`config.mk`:
```
export PLATFORM = sky130hd
export DESIGN_NAME = cit_core
export DESIGN_NICKNAME = d
export VERILOG_FILES = /design/src/hdl/cit_pkg.sv /design/src/hdl/cit_decode.sv /design/src/hdl/cit_xcycles.sv /design/src/hdl/cit_core.sv
export SDC_FILE = /design/constraint.sdc
export NUM_CORES = 1
export LEC_CHECK = 0
export ABC_AREA = 1
export BUFFER_PORTS_ARGS = -buffer_cell sky130_fd_sc_hd__buf_2
export CAP_MARGIN = 0
export CORE_AREA = 5 5 153 118
export CTS_CLUSTER_SIZE = 10
export DETAILED_ROUTE_END_ITERATION = 10
export DIE_AREA = 0 0 158 123
export PLACE_DENSITY_LB_ADDON = 0.15
export SYNTH_ARGS = -nofsm -noshare
export SYNTH_HDL_FRONTEND = slang
export SYNTH_HIERARCHICAL = 1
export SYNTH_SLANG_ARGS = --single-unit
```
`constraint.sdc`:
```
create_clock -name mclk -period 7 [get_ports mclk]
set_input_delay 1.4 -clock mclk [delete_from_list [all_inputs] [get_ports mclk]]
set_output_delay 1.4 -clock mclk [all_outputs]
set_load 0.005 [all_outputs]
```
`src/hdl/cit_pkg.sv`:
```
// shared constants and types for the core instruction timing block
package cit_pkg;
	localparam int CYC_W = 5;
	localparam int LEN_W = 2;
	localparam int PC_W = 16;
	localparam int ALE_W = 2;
	localparam int PULSE_W = 3;
	localparam logic [PC_W-1:0] RESET_PC = 16'h0000;
	localparam logic [LEN_W-1:0] LEN1 = 2'h1;
	localparam logic [LEN_W-1:0] LEN2 = 2'h2;
	localparam logic [LEN_W-1:0] LEN3 = 2'h3;
	localparam logic [CYC_W-1:0] CYC1 = 5'h01;
	localparam logic [CYC_W-1:0] CYC2 = 5'h02;
	localparam logic [CYC_W-1:0] CYC3 = 5'h03;
	localparam logic [CYC_W-1:0] CYC4 = 5'h04;
	localparam logic [CYC_W-1:0] CYC5 = 5'h05;
	localparam logic [CYC_W-1:0] XBASE_MUX = 5'h05;
	localparam logic [CYC_W-1:0] XBASE_SEP = 5'h03;
	localparam logic [CYC_W-1:0] CNT_RESET = 5'h00;
	localparam logic [LEN_W-1:0] GOT_RESET = 2'h0;
	typedef enum logic [0:0] {
		CIT_ST_OPC = 1'b0,
		CIT_ST_EXE = 1'b1
	} cit_state_t;
endpackage

```
`src/hdl/cit_decode.sv`:
```
// opcode to byte count and execution cycle count
`timescale 1ns/1ps
`default_nettype none
module cit_decode (
	input wire logic [7:0] opcode,
	output logic [cit_pkg::LEN_W-1:0] len,
	output logic [cit_pkg::CYC_W-1:0] cyc,
	output logic is_movx,
	output logic known
);
	logic [3:0] hi;
	logic [3:0] lo;
	logic alu_row;
	logic logic_row;
	assign hi = opcode[7:4];
	assign lo = opcode[3:0];
	assign alu_row = (hi == 4'h2) || (hi == 4'h3) || (hi == 4'h9) ||
		(hi == 4'h4) || (hi == 4'h5) || (hi == 4'h6);
	assign logic_row = (hi == 4'h4) || (hi == 4'h5) || (hi == 4'h6);
	always_comb begin
		len = cit_pkg::LEN1;
		cyc = cit_pkg::CYC1;
		is_movx = 1'b0;
		known = 1'b1;
		if (alu_row && lo >= 4'h4) begin
			// same column layout for add, addc, subb, and, or, xor
			case (lo)
				4'h4: begin
					len = cit_pkg::LEN2;
					cyc = cit_pkg::CYC2;
				end
				4'h5: begin
					len = cit_pkg::LEN2;
					cyc = cit_pkg::CYC3;
				end
				4'h6, 4'h7: begin
					cyc = cit_pkg::CYC3;
				end
				default: begin
					cyc = cit_pkg::CYC2;
				end
			endcase
		end else if (logic_row && lo == 4'h2) begin
			len = cit_pkg::LEN2;
			cyc = cit_pkg::CYC4;
		end else if (logic_row && lo == 4'h3) begin
			len = cit_pkg::LEN3;
			cyc = cit_pkg::CYC4;
		end else begin
			casez (opcode)
				8'b11101???: cyc = cit_pkg::CYC1;
				8'he5, 8'h74: begin
					len = cit_pkg::LEN2;
					cyc = cit_pkg::CYC2;
				end
				8'b1110011?: cyc = cit_pkg::CYC2;
				8'b11111???: cyc = cit_pkg::CYC2;
				8'b10101???: begin
					len = cit_pkg::LEN2;
					cyc = cit_pkg::CYC4;
				end
				8'b01111???: begin
					len = cit_pkg::LEN2;
					cyc = cit_pkg::CYC2;
				end
				8'hf5, 8'b10001???: begin
					len = cit_pkg::LEN2;
					cyc = cit_pkg::CYC3;
				end
				8'h85: begin
					len = cit_pkg::LEN3;
					cyc = cit_pkg::CYC4;
				end
				8'b1000011?: begin
					len = cit_pkg::LEN2;
					cyc = cit_pkg::CYC4;
				end
				8'h75: begin
					len = cit_pkg::LEN3;
					cyc = cit_pkg::CYC3;
				end
				8'b1111011?: cyc = cit_pkg::CYC3;
				8'b1010011?, 8'b0111011?: begin
					len = cit_pkg::LEN2;
					cyc = cit_pkg::CYC3;
				end
				8'h90: begin
					len = cit_pkg::LEN3;
					cyc = cit_pkg::CYC3;
				end
				8'h93, 8'h83: cyc = cit_pkg::CYC4;
				8'he0, 8'b1110001?, 8'hf0, 8'b1111001?: begin
					cyc = cit_pkg::CYC3;
					is_movx = 1'b1;
				end
				8'hc0: begin
					len = cit_pkg::LEN2;
					cyc = cit_pkg::CYC4;
				end
				8'hd0: begin
					len = cit_pkg::LEN2;
					cyc = cit_pkg::CYC3;
				end
				8'b11001???: cyc = cit_pkg::CYC3;
				8'hc5: begin
					len = cit_pkg::LEN2;
					cyc = cit_pkg::CYC4;
				end
				8'b1100011?, 8'b1101011?: cyc = cit_pkg::CYC4;
				8'h04, 8'h14: cyc = cit_pkg::CYC2;
				8'b000?1???: cyc = cit_pkg::CYC3;
				8'h05, 8'h15: begin
					len = cit_pkg::LEN2;
					cyc = cit_pkg::CYC4;
				end
				8'b000?011?: cyc = cit_pkg::CYC4;
				8'ha3: cyc = cit_pkg::CYC1;
				8'ha4, 8'hd4: cyc = cit_pkg::CYC4;
				8'h84: cyc = cit_pkg::CYC5;
				8'he4, 8'h23, 8'h33, 8'h03, 8'h13, 8'hc4: cyc = cit_pkg::CYC1;
				8'hf4: cyc = cit_pkg::CYC2;
				// unlisted opcodes run as one byte, one cycle and are flagged
				default: known = 1'b0;
			endcase
		end
	end
endmodule
`default_nettype wire

```
`src/hdl/cit_xcycles.sv`:
```
// external auxiliary ram access cycle count from the stretch settings
`timescale 1ns/1ps
`default_nettype none
module cit_xcycles (
	input wire logic ext_addr_interface_select,
	input wire logic [cit_pkg::ALE_W-1:0] ale_stretch,
	input wire logic [cit_pkg::PULSE_W-1:0] rw_pulse_stretch,
	input wire logic strobe_setup_hold_stretch,
	output logic [cit_pkg::CYC_W-1:0] xcyc
);
	logic [cit_pkg::CYC_W-1:0] m2;
	logic [cit_pkg::CYC_W-1:0] n1;
	logic [cit_pkg::CYC_W-1:0] l2;
	assign m2 = {2'h0, ale_stretch, 1'b0};
	assign n1 = {2'h0, rw_pulse_stretch};
	assign l2 = {3'h0, strobe_setup_hold_stretch, 1'b0};
	// widest case is 5 + 6 + 7 + 2 = 20, fits five bits
	always_comb begin
		if (ext_addr_interface_select) begin
			xcyc = cit_pkg::XBASE_SEP + n1 + l2;
		end else begin
			xcyc = cit_pkg::XBASE_MUX + m2 + n1 + l2;
		end
	end
endmodule
`default_nettype wire

```
`src/hdl/cit_core.sv`:
```
// instruction fetch and execution cycle sequencer
// Function
// - register to accumulator move, 1 byte, 1 cycle
// - accumulator loads two cycles, direct/immediate two bytes
// - moves into register: timing by source form
// - moves into direct address: timing by source
// - moves into indirect ram take three cycles
// - data pointer load: three bytes, three cycles
// - both code reads: one byte, four cycles
// - on-chip auxiliary ram moves: one byte, three
// - external ram moves: one byte, 3 to 20
// - push 2 bytes 4 cycles, pop 3 cycles
// - exchange timings: register 3, others 4 cycles
// - add and add-with-carry timing by operand form
// - subtract with borrow timing by operand form
// - logical and timing, direct destination four cycles
// - logical or timing, direct destination four cycles
// - exclusive or timing, direct destination four cycles
// - external cycle count from interface select, stretches
`timescale 1ns/1ps
`default_nettype none
module cit_core (
	input wire logic mclk,
	input wire logic nrst,
	output logic pm_req_r,
	output logic [cit_pkg::PC_W-1:0] pm_addr_r,
	input wire logic pm_ack,
	input wire logic [7:0] pm_data,
	input wire logic movx_external,
	input wire logic ext_addr_interface_select,
	input wire logic [cit_pkg::ALE_W-1:0] ale_stretch,
	input wire logic [cit_pkg::PULSE_W-1:0] rw_pulse_stretch,
	input wire logic strobe_setup_hold_stretch,
	output logic retire_valid_r,
	output logic [7:0] retire_opcode_r,
	output logic [15:0] retire_operand_r,
	output logic [cit_pkg::LEN_W-1:0] retire_len_r,
	output logic [cit_pkg::CYC_W-1:0] retire_cycles_r,
	output logic retire_unknown_r
);
	logic rst_meta_r;
	logic rst_sync_r;
	cit_pkg::cit_state_t state_r;
	logic [7:0] opc_r;
	logic [7:0] opnd1_r;
	logic [7:0] opnd2_r;
	logic [cit_pkg::LEN_W-1:0] len_r;
	logic [cit_pkg::CYC_W-1:0] cyc_r;
	logic unknown_r;
	logic [cit_pkg::LEN_W-1:0] got_r;
	logic [cit_pkg::CYC_W-1:0] cnt_r;
	logic [7:0] dec_opc;
	logic [cit_pkg::LEN_W-1:0] dec_len;
	logic [cit_pkg::CYC_W-1:0] dec_cyc;
	logic dec_movx;
	logic dec_known;
	logic [cit_pkg::CYC_W-1:0] xcyc;
	logic [cit_pkg::CYC_W-1:0] eff_cyc;
	logic take;
	logic [cit_pkg::LEN_W-1:0] got_nxt;
	logic [cit_pkg::CYC_W-1:0] cnt_nxt;
	logic opc_fin;
	logic exe_fin;

	// reset release passes two flops so removal is clean against mclk
	always_ff @(posedge mclk or negedge nrst) begin
		if (!nrst) begin
			rst_meta_r <= 1'b0;
			rst_sync_r <= 1'b0;
		end else begin
			rst_meta_r <= 1'b1;
			rst_sync_r <= rst_meta_r;
		end
	end

	// decode straight off the bus in the opcode cycle so a one cycle
	// instruction can retire without a bubble
	assign dec_opc = (state_r == cit_pkg::CIT_ST_OPC) ? pm_data : opc_r;

	cit_decode u_decode (
		.opcode(dec_opc),
		.len(dec_len),
		.cyc(dec_cyc),
		.is_movx(dec_movx),
		.known(dec_known)
	);

	cit_xcycles u_xcycles (
		.ext_addr_interface_select(ext_addr_interface_select),
		.ale_stretch(ale_stretch),
		.rw_pulse_stretch(rw_pulse_stretch),
		.strobe_setup_hold_stretch(strobe_setup_hold_stretch),
		.xcyc(xcyc)
	);

	// external target replaces the fixed on-chip count
	assign eff_cyc = (dec_movx && movx_external) ? xcyc : dec_cyc;

	assign take = pm_req_r && pm_ack;
	assign got_nxt = take ? got_r + cit_pkg::LEN1 : got_r;
	assign cnt_nxt = cnt_r + cit_pkg::CYC1;
	assign opc_fin = take && (dec_len == cit_pkg::LEN1) &&
		(eff_cyc == cit_pkg::CYC1);
	// commit only once every byte is in and every cycle has elapsed
	assign exe_fin = (cnt_nxt >= cyc_r) && (got_nxt == len_r);

	always_ff @(posedge mclk or negedge rst_sync_r) begin
		if (!rst_sync_r) begin
			state_r <= cit_pkg::CIT_ST_OPC;
		end else begin
			case (state_r)
				cit_pkg::CIT_ST_OPC: begin
					if (take && !opc_fin) begin
						state_r <= cit_pkg::CIT_ST_EXE;
					end
				end
				cit_pkg::CIT_ST_EXE: begin
					if (exe_fin) begin
						state_r <= cit_pkg::CIT_ST_OPC;
					end
				end
				default: state_r <= cit_pkg::CIT_ST_OPC;
			endcase
		end
	end

	// fetch request and program counter
	always_ff @(posedge mclk or negedge rst_sync_r) begin
		if (!rst_sync_r) begin
			pm_req_r <= 1'b0;
			pm_addr_r <= cit_pkg::RESET_PC;
		end else begin
			if (take) begin
				pm_addr_r <= pm_addr_r + 16'h0001;
			end
			case (state_r)
				cit_pkg::CIT_ST_OPC: begin
					if (take && !opc_fin) begin
						pm_req_r <= (dec_len != cit_pkg::LEN1);
					end else begin
						pm_req_r <= 1'b1;
					end
				end
				cit_pkg::CIT_ST_EXE: begin
					if (exe_fin) begin
						pm_req_r <= 1'b1;
					end else begin
						pm_req_r <= (got_nxt != len_r);
					end
				end
				default: pm_req_r <= 1'b0;
			endcase
		end
	end

	// instruction latches and counters
	always_ff @(posedge mclk or negedge rst_sync_r) begin
		if (!rst_sync_r) begin
			opc_r <= 8'h00;
			opnd1_r <= 8'h00;
			opnd2_r <= 8'h00;
			len_r <= cit_pkg::LEN1;
			cyc_r <= cit_pkg::CYC1;
			unknown_r <= 1'b0;
			got_r <= cit_pkg::GOT_RESET;
			cnt_r <= cit_pkg::CNT_RESET;
		end else begin
			if (state_r == cit_pkg::CIT_ST_OPC) begin
				if (take) begin
					opc_r <= pm_data;
					opnd1_r <= 8'h00;
					opnd2_r <= 8'h00;
					len_r <= dec_len;
					cyc_r <= eff_cyc;
					unknown_r <= !dec_known;
					got_r <= cit_pkg::LEN1;
					cnt_r <= cit_pkg::CYC1;
				end
			end else begin
				cnt_r <= cnt_nxt;
				got_r <= got_nxt;
				if (take && got_r == cit_pkg::LEN1) begin
					opnd1_r <= pm_data;
				end
				if (take && got_r == cit_pkg::LEN2) begin
					opnd2_r <= pm_data;
				end
			end
		end
	end

	// retire record; lands one edge after the final execution cycle
	always_ff @(posedge mclk or negedge rst_sync_r) begin
		if (!rst_sync_r) begin
			retire_valid_r <= 1'b0;
			retire_opcode_r <= 8'h00;
			retire_operand_r <= 16'h0000;
			retire_len_r <= cit_pkg::LEN1;
			retire_cycles_r <= cit_pkg::CNT_RESET;
			retire_unknown_r <= 1'b0;
		end else begin
			retire_valid_r <= 1'b0;
			if (state_r == cit_pkg::CIT_ST_OPC && opc_fin) begin
				retire_valid_r <= 1'b1;
				retire_opcode_r <= pm_data;
				retire_operand_r <= 16'h0000;
				retire_len_r <= cit_pkg::LEN1;
				retire_cycles_r <= cit_pkg::CYC1;
				retire_unknown_r <= !dec_known;
			end else if (state_r == cit_pkg::CIT_ST_EXE && exe_fin) begin
				retire_valid_r <= 1'b1;
				retire_opcode_r <= opc_r;
				retire_operand_r <= {(take && got_r == cit_pkg::LEN1) ?
					pm_data : opnd1_r,
					(take && got_r == cit_pkg::LEN2) ? pm_data : opnd2_r};
				retire_len_r <= len_r;
				// slow program memory can stretch past the table figure
				retire_cycles_r <= cnt_nxt;
				retire_unknown_r <= unknown_r;
			end
		end
	end
endmodule
`default_nettype wire

```
**After elaboration in Yosys (flattened, before gate mapping)**

Cells that the tools add are included.

- Flip-flop bits (word level): 92
- Bits in latches: 0
- Memory bits (writable): 0
- Memory bits (read-only): 0
- Memories: 0

- Add/sub/neg operators: 8
- Multipliers: 0
- Div/mod/pow operators: 0
- Magnitude comparators: 2
- Equality and inequality tests: 64
- Shifts and indexed selects: 0
- Mux-type cells: 49
- Bitwise gates (word level): 1
- Reduce and logical (&&, ||, !) cells: 34

Operators with widths:

| operator | number |
|---|---|
| == test 8 bit (second input constant) | 18 |
| two-way mux 8 bit | 8 |
| == test 7 bit (second input constant) | 8 |
| two-way mux 5 bit | 9 |
| OR reduction 45 bit | 1 |
| OR reduction 14 bit | 3 |
| two-way mux 16 bit | 2 |
| == test 4 x 3 -> 1 bit (second input constant) | 7 |
| == test 5 bit (second input constant) | 5 |
| == test 8 x 5 -> 1 bit (second input constant) | 3 |
| two-way mux 2 bit | 9 |
| two-way mux 1 bit | 17 |
| adder 16 x 1 -> 16 bit (second input constant) | 1 |
| == test 4 x 2 -> 1 bit (second input constant) | 4 |
| == test 8 x 3 -> 1 bit (second input constant) | 2 |
| == test 8 x 6 -> 1 bit (second input constant) | 2 |
| == test 8 x 7 -> 1 bit (second input constant) | 2 |
| logical AND 1 bit | 13 |
| case mux 3 bit (4 select lines) | 1 |
| adder 5 x 2 -> 5 bit | 2 |
| == test 8 x 2 -> 1 bit (second input constant) | 1 |
| OR reduction 8 bit | 1 |
| == test 7 x 6 -> 1 bit (second input constant) | 1 |
| logical OR 1 bit | 7 |
| other kinds (26) | 31 |

**Logic depth before layout (Yosys ltp)**

Gate-level depths: netlist of the first run.

- Word-level depth: 17
- Depth in mapped cells: 26
- Gate-level depth less buffers: 23

**Hierarchy**

The synthesis of the first run kept the hierarchy.

By module, submodules not included:

| module | times used | cells an instance | area an instance (sq um) | seq. area each (sq um) |
|---|---|---|---|---|
| cit_core | 1 | 561 | 4534.3 | 2306.0 |
| cit_decode | 1 | 191 | 859.6 | 0.0 |
| cit_xcycles | 1 | 36 | 250.2 | 0.0 |

**Worst setup path before layout of the first run**

OpenSTA, ideal clock, no wires.

- Path kind: input port to flip-flop
- Start: input pm_data[7]
- End: register retire_opcode_r[4]
- Library setup time: 0.118 ns
- Arrival time: 3.645 ns
- Data required time: 6.882 ns
- Slack: 3.237 ns
- Stages: 20
- Path buffers: 1
- Cells stage by stage: inv_1 o21ai_0 nor2_2 nand2_1 inv_1 nand2_1 nand2_1 nor3_1 nand3_1 nor3b_2 inv_1 nor2_1 nand3_1 nor2_1 nand3_1 buf_2 nand2_1 nand2_1 nand2_1 nand2_1

RTL lines:

| item | RTL line | RTL |
|---|---|---|
| from (decl) | cit_core.sv:28 | `input wire logic [7:0] pm_data,` |
| two-way mux 8 bit * | cit_core.sv:78 | `assign dec_opc = (state_r == cit_pkg::CIT_ST_OPC) ? pm_data : opc_r;` |
| named net dec_opc[7] | cit_core.sv:52 | `logic [7:0] dec_opc;` |
| parallel branches: the longest is 7 deep, another holds OR reduction 14 bit | - |  |
| two-way mux 2 bit * | cit_decode.sv:25 | `if (alu_row && lo >= 4'h4) begin` |
| named net dec_len (one bit) | cit_core.sv:53 | `logic [cit_pkg::LEN_W-1:0] dec_len;` |
| == test 2 x 1 -> 1 bit * | cit_core.sv:102 | `assign opc_fin = take && (dec_len == cit_pkg::LEN1) &&` |
| logical AND 1 bit * (2 in a row) | cit_core.sv:102 |  |
| logical AND 1 bit * | cit_core.sv:203 | `if (state_r == cit_pkg::CIT_ST_OPC && opc_fin) begin` |
| two-way mux 8 bit / nonzero test 2 bit (equally long branches) | - |  |
| to (signal assigned) | cit_core.sv:205 | `retire_opcode_r <= pm_data;` |
| to (signal assigned) | cit_core.sv:212 | `retire_opcode_r <= opc_r;` |
| to (decl) | cit_core.sv:35 | `output logic [7:0] retire_opcode_r,` |

Mark *: on every way through the listed nets, which the timed path passes.
A chain may end at the register's enable or synchronous reset.

**Worst setup path after layout of the first run**

- Start: input pm_data[6]
- End: register retire_opcode_r[7]

The elaborated chain is that of the path after synthesis.

==> results of run 1 <==
-- cells in the mapped netlist (2+ instances only) --
cell type | count | area [um^2]
nand2_4 | 3 | 33.8
a22o_1 | 2 | 17.5
inv_2 | 9 | 33.8
a21oi_1 | 2 | 10.0
xnor2_1 | 8 | 70.1
nor2_2 | 9 | 56.3
buf_6 | 4 | 45.0
nor2_1 | 97 | 364
dfrtp_1 | 89 | 2230
o21ai_0 | 33 | 165
conb_1 | 2 | 7.51
buf_2 | 2 | 10.0
nand2_1 | 241 | 905
nand2_2 | 19 | 119
buf_4 | 3 | 22.5
inv_1 | 89 | 334
o22ai_1 | 17 | 106
xor2_1 | 11 | 96.3
clkbuf_1 | 17 | 63.8
and2_4 | 2 | 17.5
fa_1 | 3 | 60.1
nand4_1 | 24 | 150
buf_1 | 2 | 7.51
ha_1 | 15 | 188
nand3_1 | 63 | 315
dfstp_2 | 3 | 78.8
nand3b_1 | 5 | 37.5
nor3_1 | 4 | 20.0
-- path summary, 6_finish.rpt --
kind | to | depth (start not counted) | slack, ps
worst max-delay path | retire_opcode_r[7]$_DFFE_PN0P_ | 20 | 2070
worst min-delay path | retire_operand_r[15]$_DFFE_PN0P_ | 0 | 270
worst max register to register | retire_opcode_r[7]$_DFFE_PN0P_ | 19 | 2620
worst min register to register | retire_operand_r[15]$_DFFE_PN0P_ | 0 | 270
max in group asynchronous | retire_valid_r$_DFF_PN0_ | 1 | 5590
min in group mclk | rst_sync_r$_DFF_PN0_ | 0 | 340
-- registers in the layout (all words and copies together), names as in the netlist --
register / cells
pm_addr_r: 16
retire_operand_r: 16
opc_r: 8
opnd1_r: 8
opnd2_r: 8
retire_opcode_r: 8
cnt_r: 5
cyc_r: 5
retire_cycles_r: 5
got_r: 2
len_r: 2
retire_len_r: 2
pm_req_r: 1
retire_unknown_r: 1
retire_valid_r: 1
rst_meta_r: 1
rst_sync_r: 1
state_r: 1
unknown_r: 1
-- layout make-up --
cell class	count	area, um^2	area share
clock buffer	9	225	0.0347
clock inverter	7	98.8	0.0152
inverter	100	378	0.0582
multi-input combinational	569	2820	0.434
sequential	92	2310	0.356
tap	215	269	0.0415
timing repair buffer	75	393	0.0605
-- cell families after synthesis --
group | Yosys count | share of synthesized area
simple gates | 473 | 0.366
fa+ha+maj | 18 | 0.0439
xor+xnor | 19 | 0.0295
flops | 92 | 0.409
buf+inv | 128 | 0.0933
other cells | 2 | 0.00133
compound gates | 55 | 0.0552
mux | 1 | 0.00177
-- routing by layer --
| metal | GRT usage | part of all wire | wire [um] |
|---|---|---|---|
| met1 | 0.246 | 0.54 | 8050 |
| met2 | 0.224 | 0.40 | 5950 |
| met5 | 0 | 0 | 0 |
| met3 | 0.0294 | 0.052 | 777 |
| met4 | 0.0282 | 0.0072 | 107 |
-- worst max-delay path: cells and delay by family --
kind	cells	cell delay, ps
buf+inv	6	780
simple gates	13	2300
compound gates	1	710
-- metrics by stage --
| stage | power [W] | hold slack, ps |
|---|---|---|
| after floorplan | 0.00194 | 331 |
| after global placement | 0.00233 | 287 |
| after detailed placement | 0.00232 | 286 |
| after CTS | 0.00287 | 292 |
| after global routing | 0.00312 | 324 |
| final | 0.00284 | 272 |
-- power breakdown --
group	switching (W)	internal, W	total, W	leakage (nW)
combinational	0.000958	0.000486	0.00144	2.36
clock	0.000221	0.000316	0.000537	0.156
sequential	0.000126	0.000736	0.000862	1.17
total	0.00131	0.00154	0.00284	3.69
==> results.sh, run 1 <==
export IMPL_post_route_period_util=0.705
export IMPL_ctsHtreeMaxLevel=3
export IMPL_worst_path_most_repeated_cell="nand3_1"
export IMPL_yosysUniqueCellTypes=38
export IMPL_p_leak_nw=3.69
export IMPL_grt_first_pass_wirelength_um=24400
export IMPL_die_y_um=123
export IMPL_drv_slew=0
export IMPL_r2r_start="state_r$_DFF_PN0_"
export IMPL_max_stage_delay_ps=710
export IMPL_final_cell_area_um2=6490
export IMPL_min_period_ps=4930
export IMPL_slowest_stage="o21ai_0"
export IMPL_fin_skew_ps=9.30
export IMPL_syn_area_per_cell_um2=7.16
export IMPL_fin_setup_tns_ps=0
export IMPL_dp_hpwl_um=11000
export IMPL_crit_path_start_kind="input pin"
export IMPL_drive_gt1_frac=0.165
export IMPL_clock_sinks=92
export IMPL_cts_buffers=9
export IMPL_drc_errors=0
export IMPL_slew_headroom=0.347
export IMPL_startpoint="pm_data[6]"
export IMPL_track_usage=0.156
export IMPL_layout_cells_most_common_list="241 x nand2_1, 97 x nor2_1, 89 x inv_1"
export IMPL_viasPerCell=4.68
export IMPL_dp_slack_ps=1730
export IMPL_grt_antenna_before_repair=0
export IMPL_dieArea_um2=19400
export IMPL_final_common_cell="nand2_1"
export IMPL_placed_area_um2=6160
export IMPL_routed_wl_um=14900
export IMPL_finalNetCount=884
export IMPL_vias=4989
export IMPL_max_freq_mhz=203
export IMPL_diodes=0
export IMPL_syn_inst=788
export IMPL_numPortBuffers=68
export IMPL_ctsLongestPathBuffers=2
export IMPL_clk_latency_ps=340
export IMPL_cap_viol_max_count=0
export IMPL_cts_tree="yes"
export IMPL_rows=41
export IMPL_grt_ovfl_total=0
export IMPL_tightest_slew_ps=970
export IMPL_hp_class="flop to asynchronous set/reset pin"
export IMPL_cp_required_ps=7280
export IMPL_cts_setup_buffers=0
export IMPL_ir_worst_vdd_v=0.000152
export IMPL_ios=69
export IMPL_report_final_setup_viol=0
export IMPL_syn2layout_area_growth_pct=15.0
export IMPL_drt_initial_drc_count=390
export IMPL_synth_edff_count=0
export IMPL_yosysWarnings=6
export IMPL_ys_seq_elements=92
export IMPL_core_um2=16500
export IMPL_final_cells=1067
export IMPL_clkTransAtPathRegs_ps=70
export IMPL_clockRootBuffer="clkbuf_16"
export IMPL_cp_max_fo=24
export IMPL_gp_congestion=0.911
export IMPL_rsz0062_at_grt="false"
export IMPL_fillerInstances=1754
export IMPL_async_flop_share=1.00
export IMPL_postCtsHoldBufs=0
export IMPL_critPathKind="input pin to flop"
export IMPL_place_inst=1051
export IMPL_final_util=0.394
export IMPL_synth_top_flop_cell="dfrtp_1"
export IMPL_hold_violations=0
export IMPL_first_global_vias=4666
export IMPL_routedWlPerCell_um=14.0
export IMPL_antenna_left=0
export IMPL_power_density_nw_per_um2=438
export IMPL_first_pass_iters=5
export IMPL_die_w_um=158
export IMPL_worst_setup_path_end_kind="flop"
export IMPL_initial_core_util=0.343
export IMPL_critical_path_arrival_ps=5210
export IMPL_worstPathCellList="buf_2 -> inv_1 -> o21ai_0 -> inv_2 -> nand3_1 -> nor2_1 -> nor2_2 -> inv_1 -> nor3_1 -> nand3_1 -> nor3b_2 -> inv_1 -> nor2_1 -> nand3_1 -> nor2_1 -> nand3_1 -> buf_4 -> nand2_1 -> nand2_1 -> nand2_1"
export IMPL_grt_start_max_net_pins=59
export IMPL_status="complete, no violations"
export IMPL_setup_slack_ps=2070
export IMPL_synth_yosys_seq_area_share=0.409
export IMPL_synth_area_um2=5640
export IMPL_cts_resized=0
No activity file was read; power rests on OpenSTA's default activity.
==> run 2: changes to the inputs <==
ABC_AREA = 0   (was 1)
CORE_AREA = 5 5 151 117   (was 5 5 153 118)
DIE_AREA = 0 0 156 122   (was 0 0 158 123)
clock period = 4.02 ns   (was 7 ns; I/O delays follow)
==> run 2 against run 1 <==
Wire length fell by 2.4%. Cell count shrank 16%. Count of clock-buffer cells in the layout increased by 4. Worst setup slack lost 1700 ps. Cell area fell by 1.6%. First-iteration DRC count shrank 44%. Critical endpoint is now retire_opcode_r[5]$_DFFE_PN0P_. Sequential cell count unchanged. Critical path depth down 10.
==> results.sh, run 2 <==
export IMPL_vias=4592
export IMPL_critPathKind="flop to flop"
export IMPL_critical_path_arrival_ps=3880
export IMPL_viasPerCell=5.15
export IMPL_clk_latency_ps=350
export IMPL_postCtsHoldBufs=0
export IMPL_routed_wl_um=14500
export IMPL_die_w_um=156
export IMPL_synth_area_um2=5510
export IMPL_ios=69
export IMPL_synth_common_cells="121 x nand2_1, 89 x dfrtp_1, 57 x o21ai_0"
export IMPL_crit_path_start_kind="flop"
export IMPL_core_um2=16300
export IMPL_holdWs_ps=229
export IMPL_drc_errors=0
export IMPL_cts_tree="yes"
export IMPL_syn_area_per_cell_um2=9.11
export IMPL_layout_cells_most_common_list="121 x nand2_1, 88 x dfrtp_1, 68 x buf_2"
export IMPL_crit_family="simple AND/OR/NAND/NOR gates"
export IMPL_max_freq_mhz=274
export IMPL_clockRootBuffer="clkbuf_16"
export IMPL_tightest_slew_ps=826
export IMPL_routedWlPerCell_um=16.3
export IMPL_slew_headroom=0.449
export IMPL_yosysUniqueCellTypes=75
export IMPL_report_final_setup_viol=0
export IMPL_final_util=0.393
export IMPL_slowest_stage="or4_1"
export IMPL_first_pass_iters=5
export IMPL_ff2ff_path_depth=10
export IMPL_synthTopCellsByArea="dfrtp_1 40%, nand2_1 8.2%, o21ai_0 5.2%, mux2i_1 4.5%, ha_1 3.4%"
export IMPL_cts_buffers=9
export IMPL_ys_seq_elements=92
export IMPL_ctsHtreeMaxLevel=3
export IMPL_post_route_period_util=0.908
export IMPL_hp_class="input pin to asynchronous set/reset pin"
export IMPL_grt_antenna_before_repair=0
export IMPL_grt_ovfl_total=0
export IMPL_yosysTopAreaCell="dfrtp_1"
export IMPL_async_flop_share=1.00
export IMPL_r2r_slack_ps=370
export IMPL_fin_setup_tns_ps=0
export IMPL_synth_edff_count=0
export IMPL_drive_gt1_frac=0.195
export IMPL_track_usage=0.157
export IMPL_critPathBufInv=1
export IMPL_dieArea_um2=19000
export IMPL_synth_top_area_share=0.404
export IMPL_ir_worst_vdd_v=0.000305
export IMPL_syn_inst=605
export IMPL_rsz0062_at_grt="false"
export IMPL_antenna_left=0
export IMPL_power_density_nw_per_um2=802
export IMPL_drt_initial_drc_count=217
export IMPL_first_global_vias=4453
export IMPL_hold_violations=0
export IMPL_rows=41
export IMPL_die_y_um=122
export IMPL_syn2layout_area_growth_pct=15.9
export IMPL_synth_most_common_cell="nand2_1"
export IMPL_dp_hpwl_um=10900
export IMPL_cp_max_fo=18
export IMPL_status="complete, no violations"
export IMPL_reg_top3="pm_addr_r x16, retire_operand_r x16"
export IMPL_clock_sinks=92
export IMPL_synth_yosys_seq_area_share=0.418
export IMPL_cts_resized=0
export IMPL_yosysWarnings=6
export IMPL_finalNetCount=709
export IMPL_cp_required_ps=4250
export IMPL_worstPathCellList="mux2_2 -> and2b_1 -> a41oi_1 -> o21ai_1 -> buf_4 -> or4_1 -> nor2_1 -> and4_1 -> a21oi_4 -> a221o_1"
export IMPL_drv_slew=0
export IMPL_p_leak_nw=3.06
export IMPL_worst_setup_path_end_kind="flop"
export IMPL_gp_congestion=0.895
export IMPL_min_period_ps=3650
export IMPL_grt_start_max_net_pins=64
export IMPL_initial_core_util=0.339
export IMPL_clkTransAtPathRegs_ps=60
export IMPL_cts_setup_buffers=0
export IMPL_fin_skew_ps=9.04
export IMPL_cap_viol_max_count=0
export IMPL_grt_first_pass_wirelength_um=24100
export IMPL_synth_top_flop_cell="dfrtp_1"
export IMPL_ctsLongestPathBuffers=2
export IMPL_worst_r2r_endpoint="retire_opcode_r[5]$_DFFE_PN0P_"
export IMPL_r2r_start="state_r$_DFF_PN0_"
export IMPL_max_stage_delay_ps=580
export IMPL_final_common_cell="nand2_1"
export IMPL_numPortBuffers=68
export IMPL_diodes=0
-- run 2: power breakdown --
part / switching (W) / total, W / internal, W
clock network: 0.000353 / 0.000808 / 0.000455
registers: 0.000275 / 0.00159 / 0.00131
logic: 0.00163 / 0.00272 / 0.00109
total: 0.00226 / 0.00512 / 0.00286
-- run 2: layout make-up --
cell class	count	area, um^2
well taps	215	269
clock buffers	13	260
fillers	1631	9880
clock inverters	3	21.3
inverters	36	135
multi-input cells	440	2850
flip-flops and latches	92	2310
repair buffers	93	541
-- run 2: logic make-up (layout without fill, tap and decap cells) --
logic type,after synthesis,count (layout),share of synthesized area
AO/OA/AOI/OAI,124,124,0.150
XOR/XNOR,22,22,0.0350
adder cells (fa/ha/maj),18,18,0.0450
buffers and inverters,74,145,0.0649
flip-flops,92,92,0.418
multiplexers,35,35,0.0665
other,2,3,0.00136
AND/OR/NAND/NOR,238,238,0.219
-- run 2: worst reg2reg max path: stages, from the launching register on --
cell     delay [ps]
dfrtp_1         560
mux2_2          530
and2b_1         280
a41oi_1         290
o21ai_1         110
buf_4           150
or4_1           580
nor2_1          210
and4_1          360
a21oi_4         110
a221o_1         360
-- run 2: worst max path at each step --
stage / start / endpoint / slack [ps] / depth (start not counted)
2_1_floorplan: state_r$_DFF_PN0_ / retire_opcode_r[0]$_DFFE_PN0P_ / 390 / 15
3_3_place_gp: pm_data[6] / retire_opcode_r[2]$_DFFE_PN0P_ / 190 / 12
3_5_place_dp: pm_data[7] / retire_opcode_r[6]$_DFFE_PN0P_ / 120 / 12
4_1_cts: state_r$_DFF_PN0_ / retire_opcode_r[5]$_DFFE_PN0P_ / 360 / 11
5_1_grt: state_r$_DFF_PN0_ / retire_opcode_r[6]$_DFFE_PN0P_ / 150 / 11
6_report: state_r$_DFF_PN0_ / retire_opcode_r[5]$_DFFE_PN0P_ / 370 / 10
-- run 2: through the flow --
step / power (W) / area, um^2 / std cells / worst slack, ps
floorplan: 0.00358 / 5510 / 606 / 394
global placement: 0.00430 / 6100 / 876 / 189
detailed placement: 0.00433 / 6100 / 876 / 120
CTS: 0.00516 / 6390 / 892 / 365
global route: 0.00555 / 6390 / 892 / 146
finish: 0.00512 / 6390 / 892 / 371
-- run 2: layer usage --
metal  share of wire  GRT usage
met1            0.50      0.227
met2            0.45      0.237
met3           0.043     0.0352
met4           0.010     0.0377
met5               0          0
